`src/hw/pcp_pkg.sv`:
```
//==============================================================================
// Purpose : Shared constants and types for the core clock and PWM A block
// Assumes : 8-bit register port, one system clock at 10 MHz
// Notes   : Register offsets, field positions, reset values and counts
//==============================================================================
package pcp_pkg;

    //==========================================================================
    // Register offsets
    localparam logic [7:0] PLL_INPUT_CONFIG_OFF   = 8'h88;
    localparam logic [7:0] PLL_OUTPUT_DIVIDER_OFF = 8'h89;
    localparam logic [7:0] PWM_A_CONTROL_OFF      = 8'h8A;
    localparam logic [7:0] PWM_A_DUTY_OFF         = 8'h8B;
    localparam logic [7:0] PLL_STATUS_OFF         = 8'h8F;

    //==========================================================================
    // Reset values and writable-bit masks
    localparam logic [7:0] PLL_INPUT_CONFIG_RST   = 8'h07;
    localparam logic [7:0] PLL_OUTPUT_DIVIDER_RST = 8'h03;
    localparam logic [7:0] PWM_A_CONTROL_RST      = 8'h00;
    localparam logic [7:0] PWM_A_DUTY_RST         = 8'h00;
    localparam logic [7:0] PLL_INPUT_CONFIG_WMASK = 8'h9F;
    localparam logic [7:0] PLL_OUTPUT_DIV_WMASK   = 8'h07;
    localparam logic [7:0] PWM_A_CONTROL_WMASK    = 8'hDF;

    //==========================================================================
    // Field positions
    localparam int PLL_PREDIV_SEL_BIT   = 7;
    localparam int PLL_MULT_MSB         = 4;
    localparam int PLL_OUT_DIV_MSB      = 2;
    localparam int PWM_ENABLE_BIT       = 7;
    localparam int PWM_IDLE_LEVEL_BIT   = 6;
    localparam int PWM_FUNC_SEL_BIT     = 4;
    localparam int PWM_DIV_MSB          = 3;

    //==========================================================================
    // Timing
    localparam int CLK_PERIOD_NS   = 100;
    localparam int PLL_LOCK_NS     = 100000;
    localparam int PLL_LOCK_CYCLES =
        (PLL_LOCK_NS + CLK_PERIOD_NS - 1) / CLK_PERIOD_NS;
    localparam int LOCK_CNT_W      = 11;
    localparam int OSC_DIV_W       = 4;

    //==========================================================================
    // Types
    typedef struct packed {
        logic [7:0] addr;
        logic [7:0] wdata;
        logic       we;
        logic       re;
    } pcp_bus_req_s;

    typedef enum logic [2:0] {
        OUT_IDLE  = 3'b001,
        OUT_RUN   = 3'b010,
        OUT_OSC16 = 3'b100
    } pcp_out_mode_e;

endpackage

```
`src/hw/pcp_pow2_acc.sv`:
```
//==============================================================================
// Purpose : Rate accumulator dividing an event count by a power of two
// Assumes : Shift never exceeds the accumulator width
// Notes   : Emits the whole number of output events each cycle
//==============================================================================
`timescale 1ns/1ps
module pcp_pow2_acc
#(
    parameter int INC_W = 6,
    parameter int SH_W  = 4,
    parameter int ACC_W = 8,
    parameter int SUM_W = 9
)
(
    // Clock and reset
    input  wire logic             clk_i,
    input  wire logic             reset_n_i,
    input  wire logic             ce_i,
    // Rate control
    input  wire logic [INC_W-1:0] inc_i,
    input  wire logic [SH_W-1:0]  shift_i,
    // Output events this cycle
    output logic      [SUM_W-1:0] ticks_o
);

    logic [ACC_W-1:0] acc_q;
    logic [SUM_W-1:0] sum;
    logic [SUM_W-1:0] mask;

    //==========================================================================
    // Add input events, carry remainder below the divide point
    always_comb
    begin
        sum  = SUM_W'(acc_q) + SUM_W'(inc_i);
        mask = (SUM_W'(1) << shift_i) - SUM_W'(1);
    end

    // Remainder and whole quotient
    always_ff @(posedge clk_i or negedge reset_n_i)
    begin
        if (!reset_n_i)
        begin
            acc_q   <= '0;
            ticks_o <= '0;
        end
        else if (ce_i)
        begin
            acc_q   <= ACC_W'(sum & mask);
            ticks_o <= sum >> shift_i;
        end
    end

endmodule

```
`src/hw/pcp_pll_pwm_a.sv`:
```
//==============================================================================
// Purpose : Core clock rate model and PWM channel A with register port
// Assumes : clk_i is the external oscillator; core clock is a tick count
// Notes   : Core rate above one per cycle shows as several ticks a cycle
//==============================================================================
//
// Our own choice: the address-and-strobe port.
`timescale 1ns/1ps
module pcp_pll_pwm_a
(
    // Clock, reset, enable
    input  wire logic                 clk_i,
    input  wire logic                 reset_n_i,
    input  wire logic                 ce_i,
    // Register port
    input  wire pcp_pkg::pcp_bus_req_s bus_i,
    output logic      [7:0]           rdata_o,
    // Device state
    input  wire logic                 sleep_i,
    // Clock and PWM outputs
    output logic      [8:0]           core_ticks_o,
    output logic                      pll_locked_o,
    output logic                      pwm_a_output_o
);

    //==========================================================================
    // Declarations
    logic [7:0]                 pll_input_config_q;
    logic [7:0]                 pll_output_divider_q;
    logic [7:0]                 pwm_a_control_q;
    logic [7:0]                 pwm_a_duty_q;
    logic [pcp_pkg::LOCK_CNT_W-1:0] lock_cnt_q;
    logic [7:0]                 pwm_cnt_q;
    logic [pcp_pkg::OSC_DIV_W-1:0] osc_div_q;
    logic [15:0]                pwm_ticks;
    logic [5:0]                 mult_plus1;
    logic [3:0]                 core_shift;
    logic [3:0]                 pwm_shift;
    logic                       pll_prediv_sel;
    logic [4:0]                 pll_feedback_mult;
    logic [2:0]                 pll_out_div_code;
    logic                       pwm_enable;
    logic                       pwm_idle_level;
    logic                       pwm_func_sel;
    logic                       pll_write;
    pcp_pkg::pcp_out_mode_e     mode_d;

    //==========================================================================
    // Address match shared by write and read decode
    function automatic logic hit(input logic [7:0] addr,
                                 input logic [7:0] off);
        hit = (addr == off);
    endfunction

    //==========================================================================
    // Field extraction
    assign pll_prediv_sel    = pll_input_config_q[pcp_pkg::PLL_PREDIV_SEL_BIT];
    assign pll_feedback_mult = pll_input_config_q[pcp_pkg::PLL_MULT_MSB:0];
    assign pll_out_div_code  = pll_output_divider_q[pcp_pkg::PLL_OUT_DIV_MSB:0];
    assign pwm_enable        = pwm_a_control_q[pcp_pkg::PWM_ENABLE_BIT];
    assign pwm_idle_level    = pwm_a_control_q[pcp_pkg::PWM_IDLE_LEVEL_BIT];
    assign pwm_func_sel      = pwm_a_control_q[pcp_pkg::PWM_FUNC_SEL_BIT];
    assign pwm_shift         = pwm_a_control_q[pcp_pkg::PWM_DIV_MSB:0];
    assign pll_write = ce_i && bus_i.we &&
                       (hit(bus_i.addr, pcp_pkg::PLL_INPUT_CONFIG_OFF) ||
                        hit(bus_i.addr, pcp_pkg::PLL_OUTPUT_DIVIDER_OFF));

    //==========================================================================
    // Configuration registers, reserved bits masked off
    always_ff @(posedge clk_i or negedge reset_n_i)
    begin
        if (!reset_n_i)
        begin
            pll_input_config_q   <= pcp_pkg::PLL_INPUT_CONFIG_RST;
            pll_output_divider_q <= pcp_pkg::PLL_OUTPUT_DIVIDER_RST;
            pwm_a_control_q      <= pcp_pkg::PWM_A_CONTROL_RST;
            pwm_a_duty_q         <= pcp_pkg::PWM_A_DUTY_RST;
        end
        else if (ce_i && bus_i.we)
        begin
            if (hit(bus_i.addr, pcp_pkg::PLL_INPUT_CONFIG_OFF))
            begin
                pll_input_config_q <= bus_i.wdata &
                    pcp_pkg::PLL_INPUT_CONFIG_WMASK;
            end
            else if (hit(bus_i.addr, pcp_pkg::PLL_OUTPUT_DIVIDER_OFF))
            begin
                pll_output_divider_q <= bus_i.wdata &
                    pcp_pkg::PLL_OUTPUT_DIV_WMASK;
            end
            else if (hit(bus_i.addr, pcp_pkg::PWM_A_CONTROL_OFF))
            begin
                pwm_a_control_q <= bus_i.wdata &
                    pcp_pkg::PWM_A_CONTROL_WMASK;
            end
            else if (hit(bus_i.addr, pcp_pkg::PWM_A_DUTY_OFF))
            begin
                pwm_a_duty_q <= bus_i.wdata;
            end
        end
    end

    //==========================================================================
    // Read data, valid only in the cycle after the strobe
    always_ff @(posedge clk_i or negedge reset_n_i)
    begin
        if (!reset_n_i)
        begin
            rdata_o <= 8'h00;
        end
        else if (ce_i)
        begin
            if (!bus_i.re)
            begin
                rdata_o <= 8'h00;
            end
            else if (hit(bus_i.addr, pcp_pkg::PLL_INPUT_CONFIG_OFF))
            begin
                rdata_o <= pll_input_config_q;
            end
            else if (hit(bus_i.addr, pcp_pkg::PLL_OUTPUT_DIVIDER_OFF))
            begin
                rdata_o <= pll_output_divider_q;
            end
            else if (hit(bus_i.addr, pcp_pkg::PWM_A_CONTROL_OFF))
            begin
                rdata_o <= pwm_a_control_q;
            end
            else if (hit(bus_i.addr, pcp_pkg::PWM_A_DUTY_OFF))
            begin
                rdata_o <= pwm_a_duty_q;
            end
            else if (hit(bus_i.addr, pcp_pkg::PLL_STATUS_OFF))
            begin
                rdata_o <= {7'h00, pll_locked_o};
            end
            else
            begin
                rdata_o <= 8'h00; // Unmapped reads as zero
            end
        end
    end

    //==========================================================================
    // Lock timer restarted by any PLL write
    always_ff @(posedge clk_i or negedge reset_n_i)
    begin
        if (!reset_n_i)
        begin
            lock_cnt_q   <= '0;
            pll_locked_o <= 1'b0;
        end
        else if (ce_i)
        begin
            if (pll_write)
            begin
                lock_cnt_q   <= '0;
                pll_locked_o <= 1'b0;
            end
            else if (lock_cnt_q !=
                     pcp_pkg::LOCK_CNT_W'(pcp_pkg::PLL_LOCK_CYCLES))
            begin
                lock_cnt_q <= lock_cnt_q + 1'b1;
            end
            else
            begin
                pll_locked_o <= 1'b1;
            end
        end
    end

    //==========================================================================
    // Core rate: times (N+1), over 2^(M+K) with M in {0,1}
    assign mult_plus1 = {1'b0, pll_feedback_mult} + 6'h01;
    assign core_shift = {3'h0, pll_prediv_sel} +
                        {1'h0, pll_out_div_code};

    pcp_pow2_acc
    #(
        .INC_W (6),
        .SH_W  (4),
        .ACC_W (8),
        .SUM_W (9)
    )
    u_core_rate
    (
        .clk_i     (clk_i),
        .reset_n_i (reset_n_i),
        .ce_i      (ce_i),
        .inc_i     (mult_plus1),
        .shift_i   (core_shift),
        .ticks_o   (core_ticks_o)
    );

    // PWM tick prescaler, core ticks over 2^code
    pcp_pow2_acc
    #(
        .INC_W (9),
        .SH_W  (4),
        .ACC_W (15),
        .SUM_W (16)
    )
    u_pwm_prescale
    (
        .clk_i     (clk_i),
        .reset_n_i (reset_n_i),
        .ce_i      (ce_i),
        .inc_i     (core_ticks_o),
        .shift_i   (pwm_shift),
        .ticks_o   (pwm_ticks)
    );

    //==========================================================================
    // Output mode; function select overrides enable and sleep
    always_comb
    begin
        if (pwm_func_sel)
        begin
            mode_d = pcp_pkg::OUT_OSC16;
        end
        else if (pwm_enable && !sleep_i)
        begin
            mode_d = pcp_pkg::OUT_RUN;
        end
        else
        begin
            mode_d = pcp_pkg::OUT_IDLE;
        end
    end

    //==========================================================================
    // Oscillator divide-by-sixteen phase
    always_ff @(posedge clk_i or negedge reset_n_i)
    begin
        if (!reset_n_i)
        begin
            osc_div_q <= '0;
        end
        else if (ce_i)
        begin
            osc_div_q <= osc_div_q + 1'b1;
        end
    end

    // Duty counter, wraps every 256 ticks, cleared when stopped
    always_ff @(posedge clk_i or negedge reset_n_i)
    begin
        if (!reset_n_i)
        begin
            pwm_cnt_q <= 8'h00;
        end
        else if (ce_i)
        begin
            if (mode_d == pcp_pkg::OUT_RUN)
            begin
                pwm_cnt_q <= pwm_cnt_q + pwm_ticks[7:0];
            end
            else
            begin
                pwm_cnt_q <= 8'h00;
            end
        end
    end

    // Output pin flop
    always_ff @(posedge clk_i or negedge reset_n_i)
    begin
        if (!reset_n_i)
        begin
            pwm_a_output_o <= 1'b0;
        end
        else if (ce_i)
        begin
            case (mode_d)
                pcp_pkg::OUT_RUN:
                    pwm_a_output_o <= (pwm_cnt_q <= pwm_a_duty_q);
                pcp_pkg::OUT_OSC16:
                    pwm_a_output_o <= osc_div_q[pcp_pkg::OSC_DIV_W-1];
                default:
                    pwm_a_output_o <= pwm_idle_level;
            endcase
        end
    end

    logic pll_at_reset;
    assign pll_at_reset =
        (pll_input_config_q == pcp_pkg::PLL_INPUT_CONFIG_RST) &&
        (pll_output_divider_q == pcp_pkg::PLL_OUTPUT_DIVIDER_RST);
endmodule

```
`config.mk`:
```
export PLATFORM = sky130hd
export DESIGN_NAME = pcp_pll_pwm_a
export DESIGN_NICKNAME = d
export VERILOG_FILES = /design/src/hw/pcp_pkg.sv /design/src/hw/pcp_pow2_acc.sv /design/src/hw/pcp_pll_pwm_a.sv
export SDC_FILE = /design/constraint.sdc
export NUM_CORES = 1
export LEC_CHECK = 0
export CAP_MARGIN = 20
export CORE_ASPECT_RATIO = 1.1
export CORE_MARGIN = 3
export CORE_UTILIZATION = 50
export CTS_CLUSTER_SIZE = 16
export DETAILED_ROUTE_END_ITERATION = 8
export DONT_BUFFER_PORTS = 1
export PLACE_DENSITY = 0.67
export RECOVER_POWER = 50
export SYNTH_ARGS = -nofsm -noshare
export SYNTH_HDL_FRONTEND = slang
export SYNTH_SLANG_ARGS = --single-unit
```
`constraint.sdc`:
```
create_clock -name clk_i -period 3.25 [get_ports clk_i]
set_input_delay 0.1625 -clock clk_i [delete_from_list [all_inputs] [get_ports clk_i]]
set_output_delay 0.1625 -clock clk_i [all_outputs]
set_load 0.02 [all_outputs]
```
==> run metrics, run 1 <==
via count=between 5000 and 6000; Die Ht=between 100 and 150 µm; Final Non-Filler Cells=957; largest net degree at the start of global routing=~100; f_max=around 0.32 GHz; CTS root buffer=clkbuf_16; largest buffer count on any clock path=2; TritonCTS clock tree=built; Final #Nets=830; Total Wirelength=~18000 µm; row cnt=44; clk sinks=97; cell count after synthesis=773; static leakage=about 3.4 nW; hold slack=0.005659 ns; Starting DRT DRC Count=around 430; CP Capture Type=flop; power density over cell area=roughly 430 nW/µm²; Relative slew margins=-0.6364; failing checks=capacitance limit, slew limit; slowest CP cell=mux4_2; Final Hold Fails=0; worst min-delay path class=primary input to flop; core area=around 13000 µm²; Distinct cells, synth=84; area grow syn2layout=7.510%; crit path launch type=flop; Tmin final=roughly 3.2 ns; mux cell area share after synthesis=0.09104; Synth Area in XOR/XNOR=0.04711; total area of multi-input combinational cells=4193 µm²; worst setup margin=roughly 0.099 ns; Crit Path Max Fanout=4; Seq cells post-synth=97; Placement Setup Slack=about 0.14 ns; final worst-path cycle share=0.9696; Overflow after GRT=0; drt pass-1 iters=5; Critical Path RT=approximately 3.5 ns; Final Max Tran Viols=between 90 and 100; Syn Nets=approximately 840; hpwl dp=between 10000 and 15000 µm; Core Util, Final=0.5631; Skew-Pair Late Insertion Delay=roughly 0.37 ns; Placed Instances=roughly 930; Final GP Congestion=approximately 0.92; first-pass GRT wire length=~30000 µm; Total GRT Usage=0.2407; # DRC=0; share of cells above drive strength 1=0.1190; critical path, cell by cell=ha_1 -> inv_1 -> fa_1 -> nor2b_1 -> o2111ai_2 -> a21oi_4 -> o211a_1 -> xor2_1 -> mux4_2 -> nor2b_4 -> o32a_1; asr flop ratio synth=1.000; Mapped Avg Cell Area=around 9.1 µm²; initial antenna violation count=0; Reg area=2434 µm²; Port Buffer Count=0; WL per Instance=between 15 and 20 µm; TritonCTS buffer count=9; Yosys top cell area share=0.3259; Die ar.=15590 µm²; crit path kind=flop to flop; post-synthesis sequential area ratio=0.3445; max incr delay on CP=about 0.5 ns; die width=approximately 120 µm; Clock Skew=roughly 0.014 ns; DRT antenna net count=0; Ys Warns=0; Synth Area in Compound Gates=0.2017; initial core utilization=0.5237; CP Data Arrival Time=3.41 ns; post-CTS setup-driven buffer insertion count=0; status=finished, violations left; area of the mapped netlist=slightly above 7000 µm²; simple-gate portion of the synthesized area=0.1780; CTS H-tree lvls=3; largest cells by area after synthesis=dfrtp_1, ha_1, mux2_2, nand2_1, nor2_1; drt via density=6.125; Max Cap Violations=1; Fillers=about 1200; Top FF cell, synth=dfrtp_1; post-synthesis adder-cell area fraction=0.07403; final setup vio count=0; Post-synth EDFFs=0; IO Count=between 40 and 50; vias in the first global route=between 5000 and 6000; largest family of logic cells by synthesized area=compound AO/OA/AOI/OAI gates; Least-Margin Pin Slew=2.455 ns; ANT cells=0; Peak VDD IR=approximately 0.00041 V; area leader, netlist=dfrtp_1; CTS clk-pin slew, worst paths=0.08 ns
==> what timing repair did <==
action,4_1_cts,5_1_grt
hold buffers,13,0
hold endpoints to repair,156,0
setup endpoints to repair,0,3
gates resized for setup,0,3
==> metal layers <==
metal	track usage	routed length, µm	up-vias
met2	0.4047	8770	163
li1	-	-	2799
met1	0.3182	8286	2875
met5	0	0	-
met4	0.08558	329	0
met3	0.03917	877	25
==> logic make-up after synthesis <==
logic type / Yosys count
xor+xnor: 38
flops: 97
mux: 54
simple gates: 255
fa+ha+maj: 40
buf+inv: 91
compound gates: 198
==> registers in the layout, summed over array words and instances (netlist names) <==
name	flops
u_pwm_prescale.acc_q	15
lock_cnt_q	11
u_core_rate.ticks_o	9
pwm_a_duty_q	8
pwm_cnt_q	8
rdata_o	8
u_core_rate.acc_q	8
u_pwm_prescale.ticks_o	8
pwm_a_control_q	7
pll_input_config_q	6
osc_div_q	4
pll_output_divider_q	3
pll_locked_o	1
pwm_a_output_o	1
==> report_power, final <==
part / leakage [nW] / switching [mW] / total, mW / internal (mW)
sequential: 1.29 / 0.126 / 1.46 / 1.33
clock: 0.150 / 0.564 / 1.12 / 0.551
combinational: 1.98 / 0.369 / 0.664 / 0.296
==> cell usage in the layout, fill, tap and decap left out, types with 8 or more instances in the layout <==
cell type / Yosys / layout
mux2i_1: 20 / 20
mux2_2: 29 / 29
nor3_1: 16 / 16
nor2_1: 61 / 61
dlygate4sd3_1: 0 / 11
ha_1: 37 / 37
nor2b_1: 15 / 15
xor2_1: 16 / 16
buf_4: 3 / 17
a21oi_1: 34 / 33
a211oi_1: 8 / 8
a21o_1: 14 / 14
nand2_1: 64 / 64
nand4_1: 10 / 10
nand2b_1: 10 / 10
dfrtp_1: 92 / 92
o21ai_0: 44 / 44
o2bb2ai_1: 17 / 17
xnor2_1: 22 / 22
inv_1: 43 / 43
and3_1: 10 / 10
nand3_1: 39 / 39
clkbuf_16: 0 / 9
==> stage by stage <==
stage                       TNS [ns]  power [mW]  instance area (µm²)
after floorplan                    0       1.954                 7064
after global placement             0       2.063                 7142
after detailed placement           0       2.088                 7142
after CTS                          0       3.253                 7606
after global routing      -0.0008937       3.405                 7595
final                              0       3.237                 7595
==> critical path: cells and delay by family, from the launching register on <==
family,cells,cell delay (ns)
DFF,1,0.36
xor gates and xnor gates,1,0.11
buffers and inverters,1,0.05
and+or+nand+nor,2,0.35
AOI/OAI and AO/OA,4,1.10
muxes,1,0.49
adders and majority gates,2,0.57
==> final cells by class <==
class / instances / area share
inverter: 45 / 0.02224
tap: 184 / 0.03031
clock buffer: 9 / 0.02965
sequential: 97 / 0.3204
timing repair buffer: 30 / 0.03460
clock inverter: 7 / 0.01071
multi-input combinational: 585 / 0.5521
==> cells in the mapped netlist (all sizes together), types with 3 or more instances <==
cell type / number
dfrtp: 92
nand2: 64
nor2: 61
inv: 44
o21ai: 44
nand3: 39
a21oi: 37
ha: 37
clkbuf: 35
mux2: 29
xnor2: 22
mux2i: 20
o2bb2ai: 17
nor2b: 16
nor3: 16
xor2: 16
a21o: 15
and3: 11
buf: 10
nand2b: 10
nand4: 10
a211oi: 8
a211o: 6
a31oi: 6
nor3b: 6
o22ai: 6
a22o: 5
dfstp: 5
mux4: 5
o211ai: 5
o21a: 5
or3: 5
a21boi: 4
nor4: 4
o31ai: 4
a2bb2oi: 3
fa: 3
nor4b: 3
o221ai: 3
o31a: 3
==> final timing paths <==
path / start / endpoint / slack (ns) / depth (start not counted)
worst min register to register: osc_div_q[2] / osc_div_q[2] / 0.48 / 1
max in group asynchronous: reset_n_i / u_core_rate.ticks_o[8] / 0.71 / 2
worst min-delay path: ce_i / osc_div_q[3] / 0.006 / 2
worst max-delay path: u_core_rate.ticks_o[0] / u_pwm_prescale.ticks_o[3] / 0.1 / 11
worst max register to register: u_core_rate.ticks_o[0] / u_pwm_prescale.ticks_o[3] / 0.1 / 11
min in group asynchronous: reset_n_i / u_pwm_prescale.acc_q[9] / 1.03 / 2
No activity file was read; power rests on OpenSTA's default activity.
==> run 2, diff against run 1 <==
==> constraint.sdc (replaced) <==
create_clock -name clk_i -period 3.25 [get_ports clk_i]
set_input_delay 0.4875 -clock clk_i [delete_from_list [all_inputs] [get_ports clk_i]]
set_output_delay 0.4875 -clock clk_i [all_outputs]
set_load 0.02 [all_outputs]
==> run 2 against run 1 <==
Effect of this change:
- the run still ends with capacitance limit, slew limit left
- final area fell by 1.1%
- fmax rose by 0.76%
- register-to-register slack improved by 0.02 ns
- wire length fell by 4.8%
- sequential share of layout area rose by 0.34 points
- cell count fell by 0.73%
- setup slack improved by 0.024 ns
- global-route usage fell by 1.1 points
- utilization fell by 0.59 points
- critical path type unchanged
- largest cell class unchanged
==> run metrics, run 2 (synthesized netlist as in run 1, its figures left out) <==
Least-Margin Pin Slew=2.419 ns (was 2.455 ns); total chip power=3.246 mW (was 3.237 mW); core area=13490 µm² (unchanged); R2R depth=11 (unchanged); drt via density=6.131 (was 6.125); TritonCTS clock tree=built (unchanged); Placed Instances=933 (was 928); Fin Setup TNS=0 ns (unchanged); switching part of the total=0.3105 (was 0.3270); Crit Path Max Fanout=4 (unchanged); total area of multi-input combinational cells=4192 µm² (was 4193 µm²); die width=119.3 µm (unchanged); Relative slew margins=-0.6124 (was -0.6364); final setup vio count=0 (unchanged); Skew-Pair Late Insertion Delay=0.36 ns (was 0.37 ns); # DRC=0 (unchanged); failing checks=capacitance limit, slew limit (unchanged); switching power=1.008 mW (was 1.059 mW); hold slack=0.2479 ns (was 0.005659 ns); Final Max Tran Viols=98 (unchanged); Max Cap Violations=1 (unchanged); drt pass-1 iters=5 (unchanged); r2r setup slk=0.12 ns (was 0.1 ns); IO Count=41 (unchanged); first-pass GRT wire length=29040 µm (was 30160 µm); worst min-delay path class=primary input to flop (unchanged); CP Data Arrival Time=3.37 ns (was 3.41 ns); DRT antenna net count=0 (unchanged); Peak VDD IR=0.0003445 V (was 0.0004086 V); Tmin final=3.127 ns (was 3.151 ns); area grow syn2layout=6.376% (was 7.510%); Starting DRT DRC Count=450 (was 427); Total Wirelength=17390 µm (was 18260 µm); power density over cell area=431.9 nW/µm² (was 426.3 nW/µm²); static leakage=3.391 nW (was 3.424 nW); crit path kind=flop to flop (unchanged); crit path launch type=flop (unchanged); Regs by FF count=u_pwm_prescale.acc_q (15), lock_cnt_q (11), u_core_rate.ticks_o (9) (unchanged); clk sinks=97 (unchanged); Overflow after GRT=0 (unchanged); RSZ-0062 raised after global routing=false; WHS Path Cells=2 (unchanged); CTS H-tree lvls=3 (unchanged); Total GRT Usage=0.2295 (was 0.2407); clock power share=0.355 (was 0.345); CTS root buffer=clkbuf_16 (unchanged); ANT cells=0 (unchanged); Power Internal=2.238 mW (was 2.179 mW); f_max=0.3198 GHz (was 0.3173 GHz); hpwl dp=12680 µm (was 12810 µm); CP Capture Type=flop (unchanged); Reg power frac=0.448 (was 0.450); Port Buffer Count=0 (unchanged); share of cells above drive strength 1=0.1240 (was 0.1190); Reg area=2434 µm² (unchanged); Fillers=1173 (was 1226); row cnt=44 (unchanged); Clock Skew=0.008181 ns (was 0.01441 ns); most frequent cells in the layout=dfrtp_1, nand2_1, nor2_1 (unchanged); combinational share of power=0.197 (was 0.205); initial core utilization=0.5237 (unchanged); Final #Nets=823 (was 830); Final GP Congestion=0.9265 (was 0.9175); Critical Path RT=3.49 ns (was 3.50 ns); via count=5824 (was 5862); Top reg by flops=u_pwm_prescale.acc_q (unchanged); Final Hold Fails=0 (unchanged); status=finished, violations left (unchanged); largest net degree at the start of global routing=98 (unchanged); WL per Instance=18.31 µm (was 19.08 µm); Die Ht=130.7 µm (unchanged); Core Util, Final=0.5571 (was 0.5631); Final Non-Filler Cells=950 (was 957); Largest register FFs=15 (unchanged); final worst-path cycle share=0.9622 (was 0.9696); vias in the first global route=5729 (was 5773); TritonCTS buffer count=9 (unchanged); largest buffer count on any clock path=2 (unchanged); Die ar.=15590 µm² (unchanged); CTS clk-pin slew, worst paths=0.08 ns (about the same); commonest non-fill, non-tap cell in the layout=dfrtp_1 (unchanged); initial antenna violation count=0 (unchanged)
-- run 2: timing repair --
| item | in CTS | in global routing |
|---|---|---|
| hold endpoints to repair | 97 | 0 |
| endpoints found under the setup margin | 0 | 2 |
| resized for setup | 0 | 3 |
| hold buffers | 1 | 0 |
| setup buffers | 0 | 0 |
-- run 2: per-layer routing --
layer	vias up	global-route usage	share of wire
met2	164	0.3788	0.48
met5	-	0	0
met4	0	0.07412	0.019
met3	26	0.04563	0.050
met1	2860	0.3071	0.45
li1	2774	-	-
-- run 2: metrics by stage --
stage               cell area (µm²)  setup WS, ns
finish                         7515        0.1227
detailed placement             7179        0.1377
global placement               7179        0.1730
CTS                            7531        0.1056
global route                   7515      0.009073
floorplan                      7064        0.2189
-- run 2: worst paths after layout --
check,start,endpoint
worst max register to register,u_pwm_prescale.acc_q[0],u_pwm_prescale.ticks_o[3]
worst max-delay path,u_pwm_prescale.acc_q[0],u_pwm_prescale.ticks_o[3]
max in group asynchronous,reset_n_i,lock_cnt_q[0]
min in group asynchronous,reset_n_i,u_pwm_prescale.acc_q[9]
worst min-delay path,bus_i[3],pll_input_config_q[1]
worst min register to register,osc_div_q[2],osc_div_q[2]
-- run 2: cell type report --
type                       count  area share
tap                          184     0.03064
multi-input combinational    585      0.5578
sequential                    97      0.3238
clock inverter                 7     0.01315
clock buffer                   9     0.02997
inverter                      45     0.02248
timing repair buffer          23     0.02214
-- run 2: worst max-delay path: stages (launching register included) --
cell	delay, ns
dfrtp_1	0.35
ha_1	0.17
inv_1	0.05
fa_1	0.40
nor2b_1	0.21
o2111ai_2	0.22
a21oi_4	0.28
o211a_1	0.27
xor2_1	0.10
mux4_2	0.48
nor2b_4	0.14
o32a_1	0.32
-- run 2: power groups by stage --
stage          clock (mW)  sequential (mW)  combinational [mW]
2_1_floorplan           0             1.46               0.498
4_1_cts              1.18             1.46               0.646
3_3_place_gp            0             1.47               0.595
3_5_place_dp            0             1.48               0.611
5_1_grt              1.24             1.48               0.716
6_report             1.15             1.45               0.640
